<file path="src/design/pmic_gpio_defines.svh">
`ifndef PMIC_GPIO_DEFINES_SVH
`define PMIC_GPIO_DEFINES_SVH

// Register addresses on the serial register port
`define CFG12_ADDR  8'h1b
`define CFG3_ADDR   8'h1c

// Power-up values of the two configuration registers
`define CFG12_RESET 8'h00
`define CFG3_RESET  8'h00

// Answer for an address that holds no register
`define UNMAPPED_RD 8'h00

// Pin slots in the pin vectors
`define PIN_ONE     0
`define PIN_TWO     1
`define PIN_THREE   2

`endif

</file>
<file path="src/design/pmic_gpio_pkg.sv">
package pmic_gpio_pkg;

	// Pins one and two configuration, bit 7 first
	typedef struct packed {
		logic pin_two_direction;      // 1 = output
		logic pin_one_direction;      // 1 = output
		logic pin_two_out_level;      // 1 = released high
		logic pin_one_out_level;      // 1 = released high
		logic pin_two_sense_polarity; // 1 = falling edge, high level
		logic pin_one_sense_polarity; // 1 = falling edge, high level
		logic pin_one_standby_ctrl;   // Pin one steers standby
		logic pin_one_buck_a_ctrl;    // Pin one steers buck a
	} cfg12_t;

	// Pin three and miscellaneous controls, bit 7 first
	typedef struct packed {
		logic pin_three_direction;    // 1 = output
		logic pin_three_out_level;    // 1 = released high
		logic always_on_reg_enable;   // Always-on regulator on
		logic charge_voltage_select;  // 0 = 4.20 V, 1 = 4.36 V
		logic backup_voltage_select;  // 0 = 3.1 V, 1 = 2.6 V
		logic pin_two_irq_enable;     // Pin two edge raises interrupt
		logic pin_one_irq_enable;     // Pin one edge raises interrupt
		logic pin_two_buck_b_ctrl;    // Pin two steers buck b
	} cfg3_t;

	// One access from the serial engine
	typedef struct packed {
		logic       wr;    // Write strobe, one cycle
		logic       rd;    // Read strobe, one cycle
		logic [7:0] addr;  // Register address
		logic [7:0] wdata; // Write data
	} reg_req_t;

	// Interrupt line state, one-hot
	typedef enum logic [2:0] {
		IRQ_IDLE  = 3'h1,
		IRQ_LOW   = 3'h2,
		IRQ_ARMED = 3'h4
	} irq_state_t;

	// Level sense: polarity 1 means active high
	function automatic logic level_active(input logic level, input logic pol);
		return level == pol;
	endfunction : level_active

	// Edge sense: polarity 0 rising, 1 falling
	function automatic logic edge_hit(input logic rise, input logic fall, input logic pol);
		return pol ? fall : rise;
	endfunction : edge_hit

endpackage : pmic_gpio_pkg

</file>
<file path="src/design/pin_event_detect.sv">
`timescale 1ns/10ps
`default_nettype none

module pin_event_detect #(
	parameter int WIDTH = 3
) (
	input  wire logic             mclk,      // System clock
	input  wire logic             rst,       // Synchronous reset
	input  wire logic [WIDTH-1:0] pin_async, // Raw pin levels
	output logic      [WIDTH-1:0] pin_level, // Synchronised levels
	output logic      [WIDTH-1:0] pin_rise,  // One-cycle rising pulse
	output logic      [WIDTH-1:0] pin_fall   // One-cycle falling pulse
);

	generate
		if (WIDTH < 1) begin : g_bad_width
			$error("pin_event_detect needs at least one pin");
		end
	endgenerate

	logic [WIDTH-1:0] meta_reg;  // First stage, read by second only
	logic [WIDTH-1:0] sync_reg;  // Second stage
	logic [WIDTH-1:0] prev_reg;  // Last synchronised level
	logic [WIDTH-1:0] meta_next;
	logic [WIDTH-1:0] sync_next;
	logic [WIDTH-1:0] prev_next;

	// Two stages before any logic looks, so each transition is one event
	always_comb begin
		meta_next = pin_async;
		sync_next = meta_reg;
		prev_next = sync_reg;
	end

	// Idle pins read high: the line is pulled up outside
	always_ff @(posedge mclk) begin
		if (rst) begin
			meta_reg <= '1;
			sync_reg <= '1;
			prev_reg <= '1;
		end else begin
			meta_reg <= meta_next;
			sync_reg <= sync_next;
			prev_reg <= prev_next;
		end
	end

	// Edges from the settled stages only
	assign pin_level = sync_reg;
	assign pin_rise  = sync_reg & ~prev_reg;
	assign pin_fall  = ~sync_reg & prev_reg;

endmodule : pin_event_detect

`default_nettype wire

</file>
<file path="src/design/pmic_gpio_config_regs.sv">
// What this block does
// - Register 0x1B, pins one/two, fully read/write
// - Direction bits: zero input, one output
// - Output level bits act only as output
// - Polarity picks rising/low or falling/high
// - Pin one steers standby and buck a
// - Enabled pin edge pulls interrupt low
// - Pin two steers buck b on/off
// - Always-on regulator enable bit
// - Charge voltage safety select bit
// - Backup supply voltage select bit
// - Release needs two edges then read
// - Undervoltage or output reconfiguration releases interrupt
// - Converter on/standby needs both commands
// - Pins are open-drain, high means released
`timescale 1ns/10ps
`default_nettype none
`include "pmic_gpio_defines.svh"

module pmic_gpio_config_regs (
	input  wire logic                      mclk,             // 200 MHz clock
	input  wire logic                      rst,              // Sync reset
	input  wire pmic_gpio_pkg::reg_req_t   reg_req,          // Register access
	output logic [7:0]                     reg_rdata,        // Read data
	input  wire logic [2:0]                pin_in,           // Pin levels
	output logic [2:0]                     pin_out,          // Pin drive value
	output logic [2:0]                     pin_oe,           // Pin pull low
	input  wire logic                      input_undervoltage_lockout_event,       // Undervoltage lockout
	input  wire logic                      buck_a_on_cmd,    // Register on, buck a
	input  wire logic                      buck_b_on_cmd,    // Register on, buck b
	input  wire logic                      buck_standby_cmd, // Register standby
	output logic                           buck_a_enable,    // Buck a on
	output logic                           buck_b_enable,    // Buck b on
	output logic                           buck_a_standby,   // Buck a standby
	output logic                           buck_b_standby,   // Buck b standby
	output logic                           always_on_reg_enable,  // Regulator on
	output logic                           charge_voltage_select, // Charge limit
	output logic                           backup_voltage_select, // Backup level
	output logic                           irq_n             // Host interrupt
);

	pmic_gpio_pkg::cfg12_t     cfg12_reg, cfg12_next; // Pins one/two
	pmic_gpio_pkg::cfg3_t      cfg3_reg, cfg3_next;   // Pin three/misc
	logic [7:0]                rdata_reg, rdata_next; // Read capture
	pmic_gpio_pkg::irq_state_t irq_reg, irq_next;     // Interrupt state
	logic                      src_reg, src_next;     // 1 = pin two raised it
	logic [3:0]                buck_reg, buck_next;   // a_en, b_en, a_sby, b_sby
	logic [2:0]                oe_reg, oe_next;       // Pull-low drive
	logic [2:0]                pin_level, pin_rise, pin_fall;
	logic [2:0]                dir;                   // Pin is output
	logic [2:0]                pol;                   // Sense polarity
	logic [1:0]                trig;                  // Enabled edge on pin one/two
	logic                      src_edge;              // Any edge on source pin
	logic                      src_out;               // Source pin now output
	logic                      hit12, hit3;           // Address decode

	// Synchronisers and edge finders for all three pins
	pin_event_detect #(
		.WIDTH(3)
	) u_pins (
		.mclk      (mclk),
		.rst       (rst),
		.pin_async (pin_in),
		.pin_level (pin_level),
		.pin_rise  (pin_rise),
		.pin_fall  (pin_fall)
	);

	// Field gathering
	assign dir  = {cfg3_reg.pin_three_direction, cfg12_reg.pin_two_direction,
		cfg12_reg.pin_one_direction};
	assign pol  = {1'h0, cfg12_reg.pin_two_sense_polarity, cfg12_reg.pin_one_sense_polarity};
	assign hit12 = reg_req.addr == `CFG12_ADDR;
	assign hit3  = reg_req.addr == `CFG3_ADDR;

	// Register writes and read capture
	always_comb begin
		cfg12_next = cfg12_reg;
		cfg3_next  = cfg3_reg;
		rdata_next = rdata_reg;
		if (reg_req.wr && hit12) begin
			cfg12_next = reg_req.wdata;
		end
		if (reg_req.wr && hit3) begin
			cfg3_next = reg_req.wdata;
		end
		if (reg_req.rd) begin
			// Unmapped addresses answer zero
			if (hit12) begin
				rdata_next = cfg12_reg;
			end else if (hit3) begin
				rdata_next = cfg3_reg;
			end else begin
				rdata_next = `UNMAPPED_RD;
			end
		end
	end

	always_ff @(posedge mclk) begin
		if (rst) begin
			cfg12_reg <= `CFG12_RESET;
			cfg3_reg  <= `CFG3_RESET;
			rdata_reg <= `UNMAPPED_RD;
		end else begin
			cfg12_reg <= cfg12_next;
			cfg3_reg  <= cfg3_next;
			rdata_reg <= rdata_next;
		end
	end

	assign reg_rdata = rdata_reg;

	// Trigger only on input pins with interrupt enabled
	always_comb begin
		trig[0] = !dir[`PIN_ONE] && cfg3_reg.pin_one_irq_enable &&
			pmic_gpio_pkg::edge_hit(pin_rise[`PIN_ONE], pin_fall[`PIN_ONE], pol[`PIN_ONE]);
		trig[1] = !dir[`PIN_TWO] && cfg3_reg.pin_two_irq_enable &&
			pmic_gpio_pkg::edge_hit(pin_rise[`PIN_TWO], pin_fall[`PIN_TWO], pol[`PIN_TWO]);
		src_edge = src_reg ? (pin_rise[`PIN_TWO] | pin_fall[`PIN_TWO])
			: (pin_rise[`PIN_ONE] | pin_fall[`PIN_ONE]);
		src_out = src_reg ? dir[`PIN_TWO] : dir[`PIN_ONE];
	end

	// Interrupt line: low on trigger, armed by the return edge, freed by a read
	always_comb begin
		irq_next = irq_reg;
		src_next = src_reg;
		unique case (irq_reg)
			pmic_gpio_pkg::IRQ_IDLE: begin
				if (|trig) begin
					irq_next = pmic_gpio_pkg::IRQ_LOW;
					src_next = !trig[0];
				end
			end
			pmic_gpio_pkg::IRQ_LOW: begin
				// Reads before the second edge do not release the line
				if (input_undervoltage_lockout_event || src_out) begin
					irq_next = pmic_gpio_pkg::IRQ_IDLE;
				end else if (src_edge) begin
					irq_next = pmic_gpio_pkg::IRQ_ARMED;
				end
			end
			pmic_gpio_pkg::IRQ_ARMED: begin
				// Extra edges stay armed: no toggling without a read
				if (input_undervoltage_lockout_event || src_out || reg_req.rd) begin
					irq_next = pmic_gpio_pkg::IRQ_IDLE;
				end
			end
		endcase
		// A new trigger in the releasing cycle wins over the release
		if (irq_reg != pmic_gpio_pkg::IRQ_IDLE && irq_next == pmic_gpio_pkg::IRQ_IDLE
			&& |trig) begin
			irq_next = pmic_gpio_pkg::IRQ_LOW;
			src_next = !trig[0];
		end
	end

	always_ff @(posedge mclk) begin
		if (rst) begin
			irq_reg <= pmic_gpio_pkg::IRQ_IDLE;
			src_reg <= 1'h0;
		end else begin
			irq_reg <= irq_next;
			src_reg <= src_next;
		end
	end

	assign irq_n = irq_reg != pmic_gpio_pkg::IRQ_LOW && irq_reg != pmic_gpio_pkg::IRQ_ARMED;

	// Converter arbitration: pin command counts only on an input pin that steers it
	always_comb begin
		logic pin_a_on;
		logic pin_b_on;
		logic pin_sby;
		pin_a_on = 1'h1;
		pin_b_on = 1'h1;
		pin_sby  = 1'h1;
		if (!dir[`PIN_ONE] && cfg12_reg.pin_one_buck_a_ctrl) begin
			pin_a_on = pmic_gpio_pkg::level_active(pin_level[`PIN_ONE], pol[`PIN_ONE]);
		end
		if (!dir[`PIN_TWO] && cfg3_reg.pin_two_buck_b_ctrl) begin
			pin_b_on = pmic_gpio_pkg::level_active(pin_level[`PIN_TWO], pol[`PIN_TWO]);
		end
		if (!dir[`PIN_ONE] && cfg12_reg.pin_one_standby_ctrl) begin
			pin_sby = pmic_gpio_pkg::level_active(pin_level[`PIN_ONE], pol[`PIN_ONE]);
		end
		buck_next[3] = buck_a_on_cmd && pin_a_on;
		buck_next[2] = buck_b_on_cmd && pin_b_on;
		buck_next[1] = buck_standby_cmd && pin_sby;
		buck_next[0] = buck_standby_cmd && pin_sby;
		// Open-drain: pull low only for an output set low, else released
		oe_next = dir & ~{cfg3_reg.pin_three_out_level, cfg12_reg.pin_two_out_level,
			cfg12_reg.pin_one_out_level};
	end

	always_ff @(posedge mclk) begin
		if (rst) begin
			buck_reg <= 4'h0;
			oe_reg   <= 3'h0;
		end else begin
			buck_reg <= buck_next;
			oe_reg   <= oe_next;
		end
	end

	assign buck_a_enable  = buck_reg[3];
	assign buck_b_enable  = buck_reg[2];
	assign buck_a_standby = buck_reg[1];
	assign buck_b_standby = buck_reg[0];
	assign pin_oe         = oe_reg;
	assign pin_out        = 3'h0; // Only ever drives low
	// Straight from register flops
	assign always_on_reg_enable  = cfg3_reg.always_on_reg_enable;
	assign charge_voltage_select = cfg3_reg.charge_voltage_select;
	assign backup_voltage_select = cfg3_reg.backup_voltage_select;
endmodule : pmic_gpio_config_regs

`default_nettype wire

</file>
<file path="config.mk">
export PLATFORM = sky130hd
export DESIGN_NAME = pmic_gpio_config_regs
export DESIGN_NICKNAME = d
export VERILOG_FILES = /design/src/design/pmic_gpio_pkg.sv /design/src/design/pin_event_detect.sv /design/src/design/pmic_gpio_config_regs.sv
export VERILOG_INCLUDE_DIRS = /design/src /design/src/design
export SDC_FILE = /design/constraint.sdc
export NUM_CORES = 1
export LEC_CHECK = 0
export ABC_CLOCK_PERIOD_IN_PS = 2550
export BUFFER_PORTS_ARGS = -buffer_cell sky130_fd_sc_hd__buf_2
export CAP_MARGIN = 20
export CORE_MARGIN = 1.5
export CORE_UTILIZATION = 53
export DETAILED_ROUTE_END_ITERATION = 10
export PLACE_DENSITY = 0.81
export SYNTH_ARGS = -nofsm -noshare
export SYNTH_HDL_FRONTEND = slang
export SYNTH_SLANG_ARGS = --single-unit
</file>
<file path="constraint.sdc">
create_clock -name mclk -period 2.55 [get_ports mclk]
set_input_delay 0.255 -clock mclk [delete_from_list [all_inputs] [get_ports mclk]]
set_output_delay 0.255 -clock mclk [all_outputs]
set_load 0.02 [all_outputs]
</file>
* Word level (Yosys, flattened, before mapping)
Index checks and enable logic that the tools add are counted.
** Cells by class
- Reduce and logical (&&, ||, !) cells :: 25
- Multiplexer cells :: 18
- Eq/ne operators :: 11
- Bitwise logic cells :: 8
** Operators by type and width (number)
- equality test 8 x 5 -> 1 bit (second input constant) :: 2
- 2-to-1 mux 8 bit :: 2
- logical AND 1 bit :: 15
- 2-to-1 mux 3 bit :: 4
- 2-to-1 mux 1 bit :: 10
- case mux 3 bit (3 select lines) :: 1
- equality test 3 x 1 -> 1 bit (second input constant) :: 2
- AND 2 bit :: 2
- NOT 2 bit :: 2
- nonzero test 2 bit :: 2
- OR reduction 2 bit :: 2
- AND 3 bit :: 1
- equality test 3 x 2 -> 1 bit (second input constant) :: 1
- equality test 3 bit (second input constant) :: 1
- logical NOT 1 bit :: 3
- != test 3 x 1 -> 1 bit (second input constant) :: 1
- != test 3 x 2 -> 1 bit (second input constant) :: 1
- != test 3 bit (second input constant) :: 1
- NOT 3 bit :: 1
- equality test 1 bit :: 2
- logical OR 1 bit :: 2
- 2-to-1 mux 2 bit :: 1
- bitwise OR 1 bit :: 2
- AND reduction 2 bit :: 1
** Word-level totals
- Output and inout port bits :: 22
- Flip-flop bits (word level) :: 41
- Logic and storage cells :: 87
- Input port bits :: 27

* Depth between registers and ports, before layout
Gate-level depths: netlist of the first run.
- Depth after elaboration :: 12
- Mapped depth :: 6
- Mapped depth without buffers :: 6

* Hierarchy
From an unflattened synthesis of the first run, not the netlist that was laid out.
** Second synthesis, totals
- Cell total of the unflattened synthesis :: 180
- Area, all modules :: 1836.8 sq um
** Modules (own cells, without submodules)
- pmic_gpio_config_regs :: sequential area each 680.7 sq um, cells an instance 156, times used 1, area each 1562.7 sq um
- pin_event_detect :: sequential area each 180.2 sq um, cells an instance 24, times used 1, area each 274.0 sq um

* Worst setup path after synthesis of the first run
Ideal clock, no wire load.
- Path type :: register to register
- From :: reg u_pins.sync_reg[1], in the netlist u_pins.pin_level[1]
- To :: reg irq_reg[1]
- Cell stages (with the launch flop) :: 7
- Library setup time :: 0.134 ns
- Period minus slack after synthesis :: 1.476 ns
- Path slack :: 1.074 ns
- Data arrival time :: 1.342 ns
- Path buffers :: 0
- Required time :: 2.416 ns
- Cell sequence :: dfxtp_1 > inv_1 > ha_1 > mux2_2 > a32o_1 > o21ai_0 > a31oi_1
** On the way
- Longest elaborated chain between the ends :: 11
- Elaborated cells on any way between the ends :: 16
- Those cells by class :: eq/ne: 1; mux: 7; bitwise: 4; reduce/logical: 4
** RTL lines
- from (decl) :: line pin_event_detect.sv:22 : logic [WIDTH-1:0] sync_reg;
- from (signal assigned) :: line pin_event_detect.sv:43 : sync_reg <= sync_next;
- NOT 2 bit :: line pin_event_detect.sv:51 : assign pin_fall = ~sync_reg & prev_reg;
- AND 2 bit :: line pin_event_detect.sv:51
- bitwise OR 1 bit or 2-to-1 mux 1 bit (tied branches) :: line pmic_gpio_config_regs.sv:119, pmic_gpio_pkg.sv:49
- 2-to-1 mux 1 bit or logical AND 1 bit (tied branches) :: line pmic_gpio_config_regs.sv:119, pmic_gpio_config_regs.sv:117
- 2-to-1 mux 3 bit or OR reduction 2 bit (tied branches) :: line pmic_gpio_config_regs.sv:139, pmic_gpio_config_regs.sv:130, pmic_gpio_config_regs.sv:152
- 2-to-1 mux 3 bit, on equally long branches :: line pmic_gpio_config_regs.sv:137, pmic_gpio_config_regs.sv:130
- case mux 3 bit (3 select lines) :: line pmic_gpio_config_regs.sv:128 : unique case (irq_reg)
- equality test 3 x 1 -> 1 bit :: line pmic_gpio_config_regs.sv:151 : if (irq_reg != pmic_gpio_pkg::IRQ_IDLE && irq_next == pmic_gpio_pkg::IRQ_IDLE
- logical AND 1 bit :: line pmic_gpio_config_regs.sv:151
- logical AND 1 bit :: line pmic_gpio_config_regs.sv:152 : && |trig) begin
- 2-to-1 mux 2 bit (*) :: line pmic_gpio_config_regs.sv:151
- to (signal assigned) :: line pmic_gpio_config_regs.sv:160 : irq_reg <= pmic_gpio_pkg::IRQ_IDLE;
- to (signal assigned) :: line pmic_gpio_config_regs.sv:163 : irq_reg <= irq_next;
- to (decl) :: line pmic_gpio_config_regs.sv:45 : pmic_gpio_pkg::irq_state_t irq_reg, irq_next;
Every way passes the cells marked *; elsewhere a longest branch is shown, timed or not.
A chain may end at the register's enable or synchronous reset.

* Worst setup path in the final report of the first run
- From :: reg irq_reg[1]
- To :: out irq_n
** On the way
- Longest elaborated chain between the ends :: 2
- Elaborated cells on any way between the ends :: 3
- Those cells by class :: eq/ne: 2; reduce/logical: 1
** RTL lines
- != test 3 x 2 -> 1 bit or != test 3 bit (tied branches) :: line pmic_gpio_config_regs.sv:168 : assign irq_n = irq_reg != pmic_gpio_pkg::IRQ_LOW && irq_reg != pmic_gpio_pkg::IRQ_ARMED;
- logical AND 1 bit (*) :: line pmic_gpio_config_regs.sv:168
- to (decl) :: line pmic_gpio_config_regs.sv:39 : output logic irq_n
Marked as above.

==> metrics, run 1 <==
flops & latches, synth 40; Final Setup Violations 0; sequential share of power between 50 and 60%; Clock power frac a little over two fifths; cts bufs inserted 5; antenna viol nets, final 0; Worst Max-Slew Pin Slew 0.636 ns; Async SR Flop Fraction 0%; max_cap viols 0; max-slew violations 0; kind of critical path flop to output pin; number of global-route vias before repair between 1,000 and 1,500; sequential cell area fraction in the yosys report approximately 45%; Setup Fix Bufs, Post-CTS 0; area leader, netlist dfxtp_1; Die Y a little over 60 um; CTS max path bufs 2; min-delay worst type input pin to flop; CTS Hold Bufs 0; clock tree root buffer cell clkbuf_4; share of cells above drive strength 1 30.1%; predominant post-synthesis flop cell dfxtp_1; pin count of the biggest net entering global routing a little over 40; peak supply drop between 0.4 and 0.5 mV; Synth top area share between 40% and 50%; Mapped Area 0.00179 mm^2; FF/Latch Area ~800 um^2; largest family of logic cells by synthesized area simple AND/OR/NAND/NOR gates; Critical Path Source Type flop; crit share post-route roughly 64%; LEAKAGE roughly 1.1 nW; PwrDens about 570 mW/mm^2; CP endpoint kind output pin; adder-cell area share of the yosys netlist 2.80%; grt ovf 0; sw frac between 20% and 30%; Post-synth EDFFs 0; maximum clock frequency roughly 0.61 GHz; # fillers 260; num rows 20; I/O Buffers between 40 and 50; first-pass GRT wire length about 5600 um; placed wire-length estimate 2430 um; Synth top cells by count 40 x dfxtp_1, 27 x nor2_1, 17 x mux2i_1; Final Hold Fails 0; simple-gate area share of the yosys netlist between 10% and 20%; headroom to the max-slew limit 57.6%; worst path cell trace nand2b_1 > a21o_1 > buf_2; CTS clk-pin slew, worst paths around 0.11 ns; Vias/cell 5.21; per-cell routed wire length about 13 um; Max stage delay on crit path 0.50 ns; Clock Skews roughly 0.011 ns; Synth Instances about 190; Tmin final 1.63 ns; full die area around 0.0037 mm^2; Worst EP arrival ~1.4 ns; CTS tree yes; Iter 0 DRT Violations 62; CP max stage cell dfxtp_1; starting density of the core 57.2%; synth top area cells dfxtp_1 45%, mux2i_1 9.5%, nor2_1 5.7%; total power around 0.0012 W; Antenna Cells 0; Mapped Avg Cell Area 9.68 um^2; DRT Wirelength 3410 um; TNS Setup 0 ns; Final Core Density between 60 and 70%; Multi-input gate area 893 um^2; YS warnings 0; Unique masters post-synth 39; post-CTS sizing 0; unrepaired setup endpoints after global routing no; CP Max Fanout 9; most frequent cell after synthesis dfxtp_1; via count 1,406; all-layer global routing usage 20.9%; CP Data Required Time around 2.3 ns; gp weighted congestion just over 0.8; Comb power frac approximately 5.8%; H-tree Lvls 2; Final Net Count 257; clk sinks 40; I/O Pins around 50; Synth Area in Compound Gates between 10 and 15%; Int Pwr 0.000959 W; DRT Pass-1 Iters 4; Post-Synth XOR/XNOR Area less than 1%; area grow syn2layout 17.7%; initial antenna violation count 0; core box area ~0.0031 mm^2; DRC viols 0; mux cell area share after synthesis between 10 and 15%; die width about 60 um; P_sw between 0.0002 and 0.00025 W; status finished, final reports clean; clock latency on the worst-skew pair 0.36 ns
[cells in the final DEF (no fill, tap or decap), types with 2 or more instances in the layout]
master / count
buf_2: 44
dfxtp_1: 40
nor2_1: 27
mux2i_1: 17
a21oi_1: 12
inv_1: 11
nor2b_1: 9
a22o_1: 8
or2_2: 6
clkbuf_4: 5
nand2b_1: 4
ha_1: 4
nor3b_1: 3
nor3_1: 3
conb_1: 3
nand4_2: 2
mux2_2: 2
o21ai_0: 2
a31oi_1: 2
a2111oi_2: 2
bufinv_16: 2
[per-layer routing]
metal / global-route usage [%] / up-vias / wire length, um
met2: 31.6 / 49 / 1540
li1: - / 716 / -
met4: 10.2 / 0 / 65
met5: 0 / - / 0
met3: 7.56 / 7 / 220
met1: 26.5 / 634 / 1580
[layout make-up]
class                   count  area share [%]
clock buffers               5            1.78
clock inverters             2            2.85
well taps                  44            2.61
repair buffers             44            10.4
flip-flops and latches     40            38.0
inverters                  11            1.96
multi-input cells         124            42.4
[worst max-delay path, delay by kind of cell (launching register included)]
| kind | cells | cell delay (ns) |
|---|---|---|
| flops | 1 | 0.50 |
| compound gates | 1 | 0.22 |
| buf+inv | 1 | 0.16 |
| simple gates | 1 | 0.15 |
[power groups by stage]
stage,clock network (W),registers [W],logic [W]
floorplan,0,0.000651,0.0000392
global placement,0,0.000648,0.0000690
detailed placement,0,0.000648,0.0000699
CTS,0.000515,0.000634,0.0000700
global route,0.000546,0.000635,0.0000772
finish,0.000502,0.000634,0.0000695
[path summary, 6_finish.rpt]
check                                                     from                        endpoint  slack, ns  cells after the start
worst min-delay path                                 pin_in[0]   u_pins.meta_reg[0]$_SDFF_PP1_       0.08                      2
worst max-delay path                     irq_reg[1]$_SDFF_PP0_                           irq_n       0.92                      3
worst min register to register   u_pins.meta_reg[1]$_SDFF_PP1_  u_pins.pin_level[1]$_SDFF_PP1_       0.41                      1
worst max register to register  u_pins.pin_level[1]$_SDFF_PP1_           irq_reg[1]$_SDFF_PP0_       0.93                      6
[cell families (layout without fill, tap and decap cells)]
family                     Yosys count  in the layout
buffers and inverters               23             62
xor gates and xnor gates             2              2
and+or+nand+nor                     60             60
other                                1              3
muxes                               20             20
adders and majority gates            4              4
AOI/OAI and AO/OA                   35             35
DFF                                 40             40
[stage by stage]
step                instances  hold WS, ns  cell area [um^2]  worst slack (ns)
finish                    270       0.0811              2110             0.923
CTS                       270       0.0671              2110             0.923
detailed placement        263        0.397              2010             0.851
global placement          263        0.392              2010             0.895
floorplan                 187        0.359              1800              1.07
global route              270       0.0564              2110             0.844
Power figures use the tool's default switching activity.
==> run 2: changes to the inputs <==
- ABC_AREA: not set -> 1
- ABC_CLOCK_PERIOD_IN_PS: 2550 -> 1400
- CORE_UTILIZATION: 53 -> 47
- PLACE_DENSITY: 0.81 -> 0.75
- clock period: 2.55 -> 1.4 ns (I/O delays scaled with it)
==> run 2 against run 1 <==
Net effect: combinational power increased to 2.9 times the previous value; largest power group unchanged; area after synthesis increased by 2.7%; clock power increased by 120%; flip-flop and latch count unchanged; sequential power increased by 85%; core utilization decreased by 5.8 points; worst setup slack got worse by 0.84 ns.
==> metrics, run 2 <==
synth top area cells dfxtp_1 44%, nand2_1 13%, nand3_1 7.1% (was dfxtp_1 45%, mux2i_1 9.5%, nor2_1 5.7%); total power 0.00246 W (was 0.00121 W); Clock Skews 0.00620 ns (was 0.0106 ns); maximum clock frequency roughly 0.76 GHz; highest routed metal layer met4 (unchanged); Async SR Flop Fraction 0% (unchanged); Post-synth EDFFs 0 (unchanged); gp weighted congestion 0.885 (was 0.830); DRC viols 0 (unchanged); full die area 0.00429 mm^2 (was 0.00374 mm^2); sw frac 21.1% (was 20.5%); simple-gate area share of the yosys netlist 33.7% (was 19.1%); crit share post-route between 90% and 100%; first-pass GRT wire length 6710 um (was 5620 um); Worst EP arrival 1.17 ns (was 1.37 ns); Critical Path Source Type flop (unchanged); Int Pwr 0.00194 W (was 0.000959 W); CTS clk-pin slew, worst paths 0.07 ns (was 0.11 ns); Synth top area share 43.6% (was 44.7%); CTS Hold Bufs 0 (unchanged); most frequent cell after synthesis nand2_1 (was dfxtp_1); kind of critical path flop to output pin (unchanged); CP endpoint kind output pin (unchanged); Synth Area in Compound Gates 8.30% (was 14.8%); Final Hold Fails 0 (unchanged); H-tree Lvls 2 (unchanged); per-cell routed wire length 11.3 um (was 12.6 um); core box area 0.00372 mm^2 (was 0.00313 mm^2); number of global-route vias before repair 1,549 (was 1,266); flops & latches, synth 40 (unchanged); area grow syn2layout 24.6% (was 17.7%); min-delay worst type input pin to flop (unchanged); Die Y 65.5 um (was 61.1 um); adder-cell area share of the yosys netlist 2.72% (was 2.80%); YS warnings 0 (unchanged); Mapped Area 0.00184 mm^2 (was 0.00179 mm^2); starting density of the core 49.5% (was 57.2%); DRT Wirelength 3980 um (was 3410 um); antenna viol nets, final 0 (unchanged); die width 65.5 um (was 61.1 um); metal3 WL 177 um (was 220 um); pin count of the biggest net entering global routing 21 (was 41); Antenna Cells 0 (unchanged); via count 1,676 (was 1,406); Unique masters post-synth 29 (was 39); CTS max path bufs 2 (unchanged); grt ovf 0 (unchanged); Iter 0 DRT Violations 97 (was 62); Mapped Avg Cell Area 7.18 um^2 (was 9.68 um^2); Placed Area 0.00213 mm^2 (was 0.00201 mm^2); max_cap viols 0 (unchanged); placed wire-length estimate 2940 um (was 2430 um); Multi-input gate area 866 um^2 (was 893 um^2); share of cells above drive strength 1 26.6% (was 30.1%); sequential cell area fraction in the yosys report 43.6% (was 44.7%); sequential share of power 47.6% (was 52.6%); area leader, netlist dfxtp_1 (unchanged); I/O Pins 49 (unchanged); LEAKAGE 1.09 nW (was 1.06 nW); clk sinks 40 (unchanged); final instance area 0.00229 mm^2 (was 0.00211 mm^2); Tmin final ~1.3 ns; Final Setup Violations 0 (unchanged); commonest non-fill, non-tap cells in the layout 64 x nand2_1, 44 x buf_2, 37 x dfxtp_1 (was 44 x buf_2, 40 x dfxtp_1, 27 x nor2_1); CTS tree yes (unchanged); all-layer global routing usage 21.0% (was 20.9%); length of routed met2 wiring 1940 um (was 1540 um); status finished, final reports clean (unchanged); largest family of logic cells by synthesized area simple AND/OR/NAND/NOR gates (unchanged); peak supply drop 0.763 mV (was 0.411 mV); Post-Synth XOR/XNOR Area 0.477% (was 0.978%); Hold WS 0.0250 ns (was 0.0811 ns); mux cell area share after synthesis 0% (was 11.5%); Comb power frac 8.2% (was 5.8%); num rows 22 (was 20); met1 wire length 1790 um (was 1580 um); PwrDens 1070 mW/mm^2 (was 572 mW/mm^2); I/O Buffers 44 (unchanged); CP Data Required Time 1.26 ns (was 2.30 ns); DRT Pass-1 Iters 4 (unchanged); Final Net Count 336 (was 257); # fillers 356 (was 260); FF/Latch Area 805 um^2 (was 801 um^2); initial antenna violation count 0 (unchanged); predominant post-synthesis flop cell dfxtp_1 (unchanged); max-slew violations 0 (unchanged); clock tree root buffer cell clkbuf_8 (was clkbuf_4); cts bufs inserted 5 (unchanged); Vias/cell 4.75 (was 5.21); P_sw 0.000519 W (was 0.000247 W); Synth top cells by count 66 x nand2_1, 40 x dfxtp_1, 33 x inv_1 (was 40 x dfxtp_1, 27 x nor2_1, 17 x mux2i_1); Synth Instances 256 (was 185); Clock power frac 44.2% (was 41.6%); clock latency on the worst-skew pair 0.29 ns (was 0.36 ns); CP Max Fanout 4 (was 9); commonest non-fill, non-tap cell in the layout nand2_1 (was buf_2)
run 2: changes by cell type after synthesis, moves of 4 or more:
cell	delta
a21oi_1	+6
a22o_1	-8
nand3_1	+26
mux2i_1	-17
nand2_1	+65
inv_1	+22
nor2b_1	-9
nand2b_1	-4
run 2: worst max-delay path, cell delays in order, from the launching register on:
cell and delay (ns):
dfxtp_2 0.35, inv_1 0.06, nand3_1 0.15, nand2_2 0.09
inv_2 0.08, buf_2 0.16
run 2: cells by family (layout without fill, tap and decap cells):
family          count (synthesis)  count (layout)
fa+ha+maj                       4               4
buf+inv                        47              94
flops                          40              40
compound gates                 29              29
other cells                     1               3
xor+xnor                        1               1
simple gates                  134             134
run 2: path summary, 6_finish.rpt:
path	from	endpoint	slack [ns]	depth (start not counted)
setup / recovery	irq_reg[2]$_SDFF_PP0_	irq_n	0.09	5
hold / removal	pin_in[1]	u_pins.meta_reg[1]$_SDFF_PP1_	0.03	2
hold reg to reg	u_pins.meta_reg[1]$_SDFF_PP1_	u_pins.pin_level[1]$_SDFF_PP1_	0.41	1
setup reg to reg	u_pins.pin_level[1]$_SDFF_PP1_	irq_reg[2]$_SDFF_PP0_	0.14	7
run 2: what timing repair did:
item,in CTS,in global routing
setup endpoints to repair,0,5
setup buffers,0,1
resized for setup,0,11
run 2: final cells by class:
| type | instances | share of cell area, % |
|---|---|---|
| Clock buffer | 5 | 3.01 |
| Clock inverter | 2 | 2.62 |
| Sequential cell | 40 | 35.1 |
| Timing Repair Buffer | 51 | 12.5 |
| Tap cell | 48 | 2.62 |
| Multi-Input combinational cell | 171 | 37.8 |
| Inverter | 36 | 6.34 |
run 2: stage by stage:
step / std cells / util [%] / setup slack (ns) / TNS (ns)
floorplan: 258 / - / 0.209 / 0
global placement: 345 / 57.2 / 0.115 / 0
detailed placement: 345 / 57.2 / 0.0788 / 0
CTS: 352 / 60.7 / 0.0499 / 0
global route: 353 / 61.6 / -0.00598 / -0.00598
finish: 353 / 61.6 / 0.0856 / 0
run 2: power groups by stage:
stage	combinational (W)	clock [W]	sequential, W
after floorplan	0.000102	0	0.00122
after global placement	0.000194	0	0.00120
after detailed placement	0.000197	0	0.00120
after CTS	0.000199	0.00110	0.00117
after global routing	0.000227	0.00116	0.00117
final	0.000202	0.00109	0.00117
run 2: layer usage:
layer,global-route usage (%),vias up
met3,5.82,7
li1,-,893
met2,35.6,37
met1,25.3,739
met5,0,-
met4,7.55,0
==> run 3: changes to the inputs <==
--- a/config.mk
+++ b/config.mk
@@ -9,3 +9,3 @@
 export ABC_AREA = 1
-export ABC_CLOCK_PERIOD_IN_PS = 1400
+export ABC_CLOCK_PERIOD_IN_PS = 1430
 export BUFFER_PORTS_ARGS = -buffer_cell sky130_fd_sc_hd__buf_2
@@ -13,5 +13,5 @@
 export CORE_MARGIN = 1.5
-export CORE_UTILIZATION = 47
+export CORE_UTILIZATION = 52
 export DETAILED_ROUTE_END_ITERATION = 10
-export PLACE_DENSITY = 0.75
+export PLACE_DENSITY = 0.79
 export SYNTH_ARGS = -nofsm -noshare
==> constraint.sdc (replaced) <==
create_clock -name mclk -period 1.43 [get_ports mclk]
set_input_delay 0.143 -clock mclk [delete_from_list [all_inputs] [get_ports mclk]]
set_output_delay 0.143 -clock mclk [all_outputs]
set_load 0.1 [all_outputs]
==> run 3 against run 2 <==
Net effect: sequential power hardly changed; via count grew 2.4%; hold slack worse by 0.0033 ns; core utilization increased by 6.1 points; non-clock buffer count increased by 3; clock-buffer cell count is 1 higher; die area fell by 9.2%; largest cell class unchanged; largest power group unchanged.
==> metrics, run 3 (synthesis results as in run 2) <==
CTS max path bufs 2 (unchanged); Final Net Count 339 (was 336); FF/Latch Area 811 um^2 (was 805 um^2); Worst EP arrival 1.23 ns (was 1.17 ns); # fillers 319 (was 356); gp weighted congestion 0.835 (was 0.885); Int Pwr 0.00145 W (was 0.00194 W); I/O Buffers 44 (unchanged); H-tree Lvls 2 (unchanged); DRT Wirelength 3970 um (was 3980 um); die width 62.5 um (was 65.5 um); full die area 0.00390 mm^2 (was 0.00429 mm^2); Vias/cell 4.84 (was 4.75); max-slew violations 0 (unchanged); final cell count without fillers 355 (was 353); grt ovf 0 (unchanged); Antenna Cells 0 (unchanged); all-layer global routing usage 22.3% (was 21.0%); Critical Path Source Type flop (unchanged); commonest non-fill, non-tap cells in the layout 64 x nand2_1, 43 x buf_2, 34 x dfxtp_1 (was 64 x nand2_1, 44 x buf_2, 37 x dfxtp_1); status finished, final reports clean (unchanged); I/O Pins 49 (unchanged); kind of critical path flop to output pin (unchanged); DRC viols 0 (unchanged); min-delay worst type input pin to flop (unchanged); commonest non-fill, non-tap cell in the layout nand2_1 (unchanged); maximum clock frequency roughly 0.73 GHz; Clock power frac 30.0% (was 44.2%); TNS Setup 0 ns (unchanged); antenna viol nets, final 0 (unchanged); via count 1,717 (was 1,676); clock latency on the worst-skew pair 0.36 ns (was 0.29 ns); sw frac 30.9% (was 21.1%); DRT Pass-1 Iters 4 (unchanged); crit share post-route about 96%; Multi-input gate area 870 um^2 (was 866 um^2); starting density of the core 54.7% (was 49.5%); dpl cells 341 (was 345); per-cell routed wire length 11.2 um (was 11.3 um); pin count of the biggest net entering global routing 23 (was 21); Clock Skews 0.0102 ns (was 0.00620 ns); clk sinks 40 (unchanged); LEAKAGE 1.08 nW (was 1.09 nW); max_cap viols 0 (unchanged); Iter 0 DRT Violations 152 (was 97); P_sw 0.000650 W (was 0.000519 W); CP endpoint kind output pin (unchanged); number of global-route vias before repair 1,560 (was 1,549); unrepaired setup endpoints after global routing no; area grow syn2layout 23.9% (was 24.6%); CTS clk-pin slew, worst paths 0.12 ns (was 0.07 ns); CP Max Fanout 4 (unchanged); Comb power frac 15.6% (was 8.2%); PwrDens 924 mW/mm^2 (was 1070 mW/mm^2); CTS tree yes (unchanged); cts bufs inserted 5 (unchanged); first-pass GRT wire length 6900 um (was 6710 um); initial antenna violation count 0 (unchanged); num rows 21 (was 22); share of cells above drive strength 1 27.5% (was 26.6%); clock tree root buffer cell clkbuf_4 (was clkbuf_8); Final Setup Violations 0 (unchanged); Die Y 62.5 um (was 65.5 um); sequential share of power 54.4% (was 47.6%); core box area 0.00336 mm^2 (was 0.00372 mm^2); placed wire-length estimate 2840 um (was 2940 um); Tmin final ~1.4 ns; peak supply drop 0.649 mV (was 0.763 mV); CP Data Required Time 1.29 ns (was 1.26 ns); Final Hold Fails 0 (unchanged)
[run 3: cell count changes in the layout (fill, tap and decap cells not counted), moves of 2 or more]
cell           change
bufinv_16          -2
dfxtp_2            +2
clkbuf_8           -4
clkbuf_4           +5
dfxtp_1            -3
nor2_2             -2
dlygate4sd3_1      +2
clkinvlp_4         +2
[run 3: timing repair]
| action | CTS | global route |
|---|---|---|
| gates resized for setup | 2 | 12 |
| setup buffers | 2 | 2 |
| hold buffers | 2 | 0 |
| pin swaps | 0 | 1 |
| endpoints found under the setup margin | 1 | 4 |
| endpoints found under the hold margin | 2 | 0 |
[run 3: cell type report]
class                   count  share of cell area [%]
clock buffers               6                    2.25
clock inverters             2                   0.659
inverters                  36                    6.37
multi-input cells         171                    38.2
flip-flops and latches     40                    35.6
well taps                  46                    2.53
repair buffers             54                    14.4
[run 3: power by group through the flow]
stage                     sequential, W  clock (W)  combinational, W
after floorplan                 0.00128          0          0.000136
after global placement          0.00117          0          0.000318
after detailed placement        0.00117          0          0.000321
after CTS                       0.00115   0.000638          0.000326
after global routing            0.00115   0.000704          0.000349
final                           0.00115   0.000630          0.000328
[run 3: layer usage]
metal | GRT usage [%] | part of all wire, %
met1 | 28.4 | 47
met4 | 8.33 | 1.3
met3 | 6.67 | 5.3
met2 | 35.8 | 47
met5 | 0 | 0
[run 3: worst max-delay path, cell delays in order (launching register included)]
cell     delay (ns)
dfxtp_2        0.38
inv_1          0.07
nand3_2        0.09
nand2_2        0.08
inv_2          0.08
buf_12         0.17
[run 3: path summary, 6_finish.rpt]
kind / start / to / slack, ns / cells past startpoint
max: irq_reg[2]$_SDFF_PP0_ / irq_n / 0.06 / 5
max reg2reg: u_pins.pin_level[0]$_SDFF_PP1_ / irq_reg[1]$_SDFF_PP0_ / 0.13 / 10
min: buck_standby_cmd / buck_reg[1]$_SDFF_PP0_ / 0.02 / 3
min reg2reg: u_pins.meta_reg[0]$_SDFF_PP1_ / u_pins.pin_level[0]$_SDFF_PP1_ / 0.43 / 1
[run 3: through the flow]
step                      area (um^2)  hold slack [ns]  setup WS [ns]  total power (W)  utilization (%)
final                            2280           0.0217         0.0577          0.00210             67.7
after global routing             2280          0.00493        0.00167          0.00220             67.7
after CTS                        2230           0.0126        0.00354          0.00211             66.3
after detailed placement         2120            0.328         0.0997          0.00149             63.2
after global placement           2120            0.326          0.131          0.00149             63.2
after floorplan                  1850            0.247         0.0945          0.00142                -
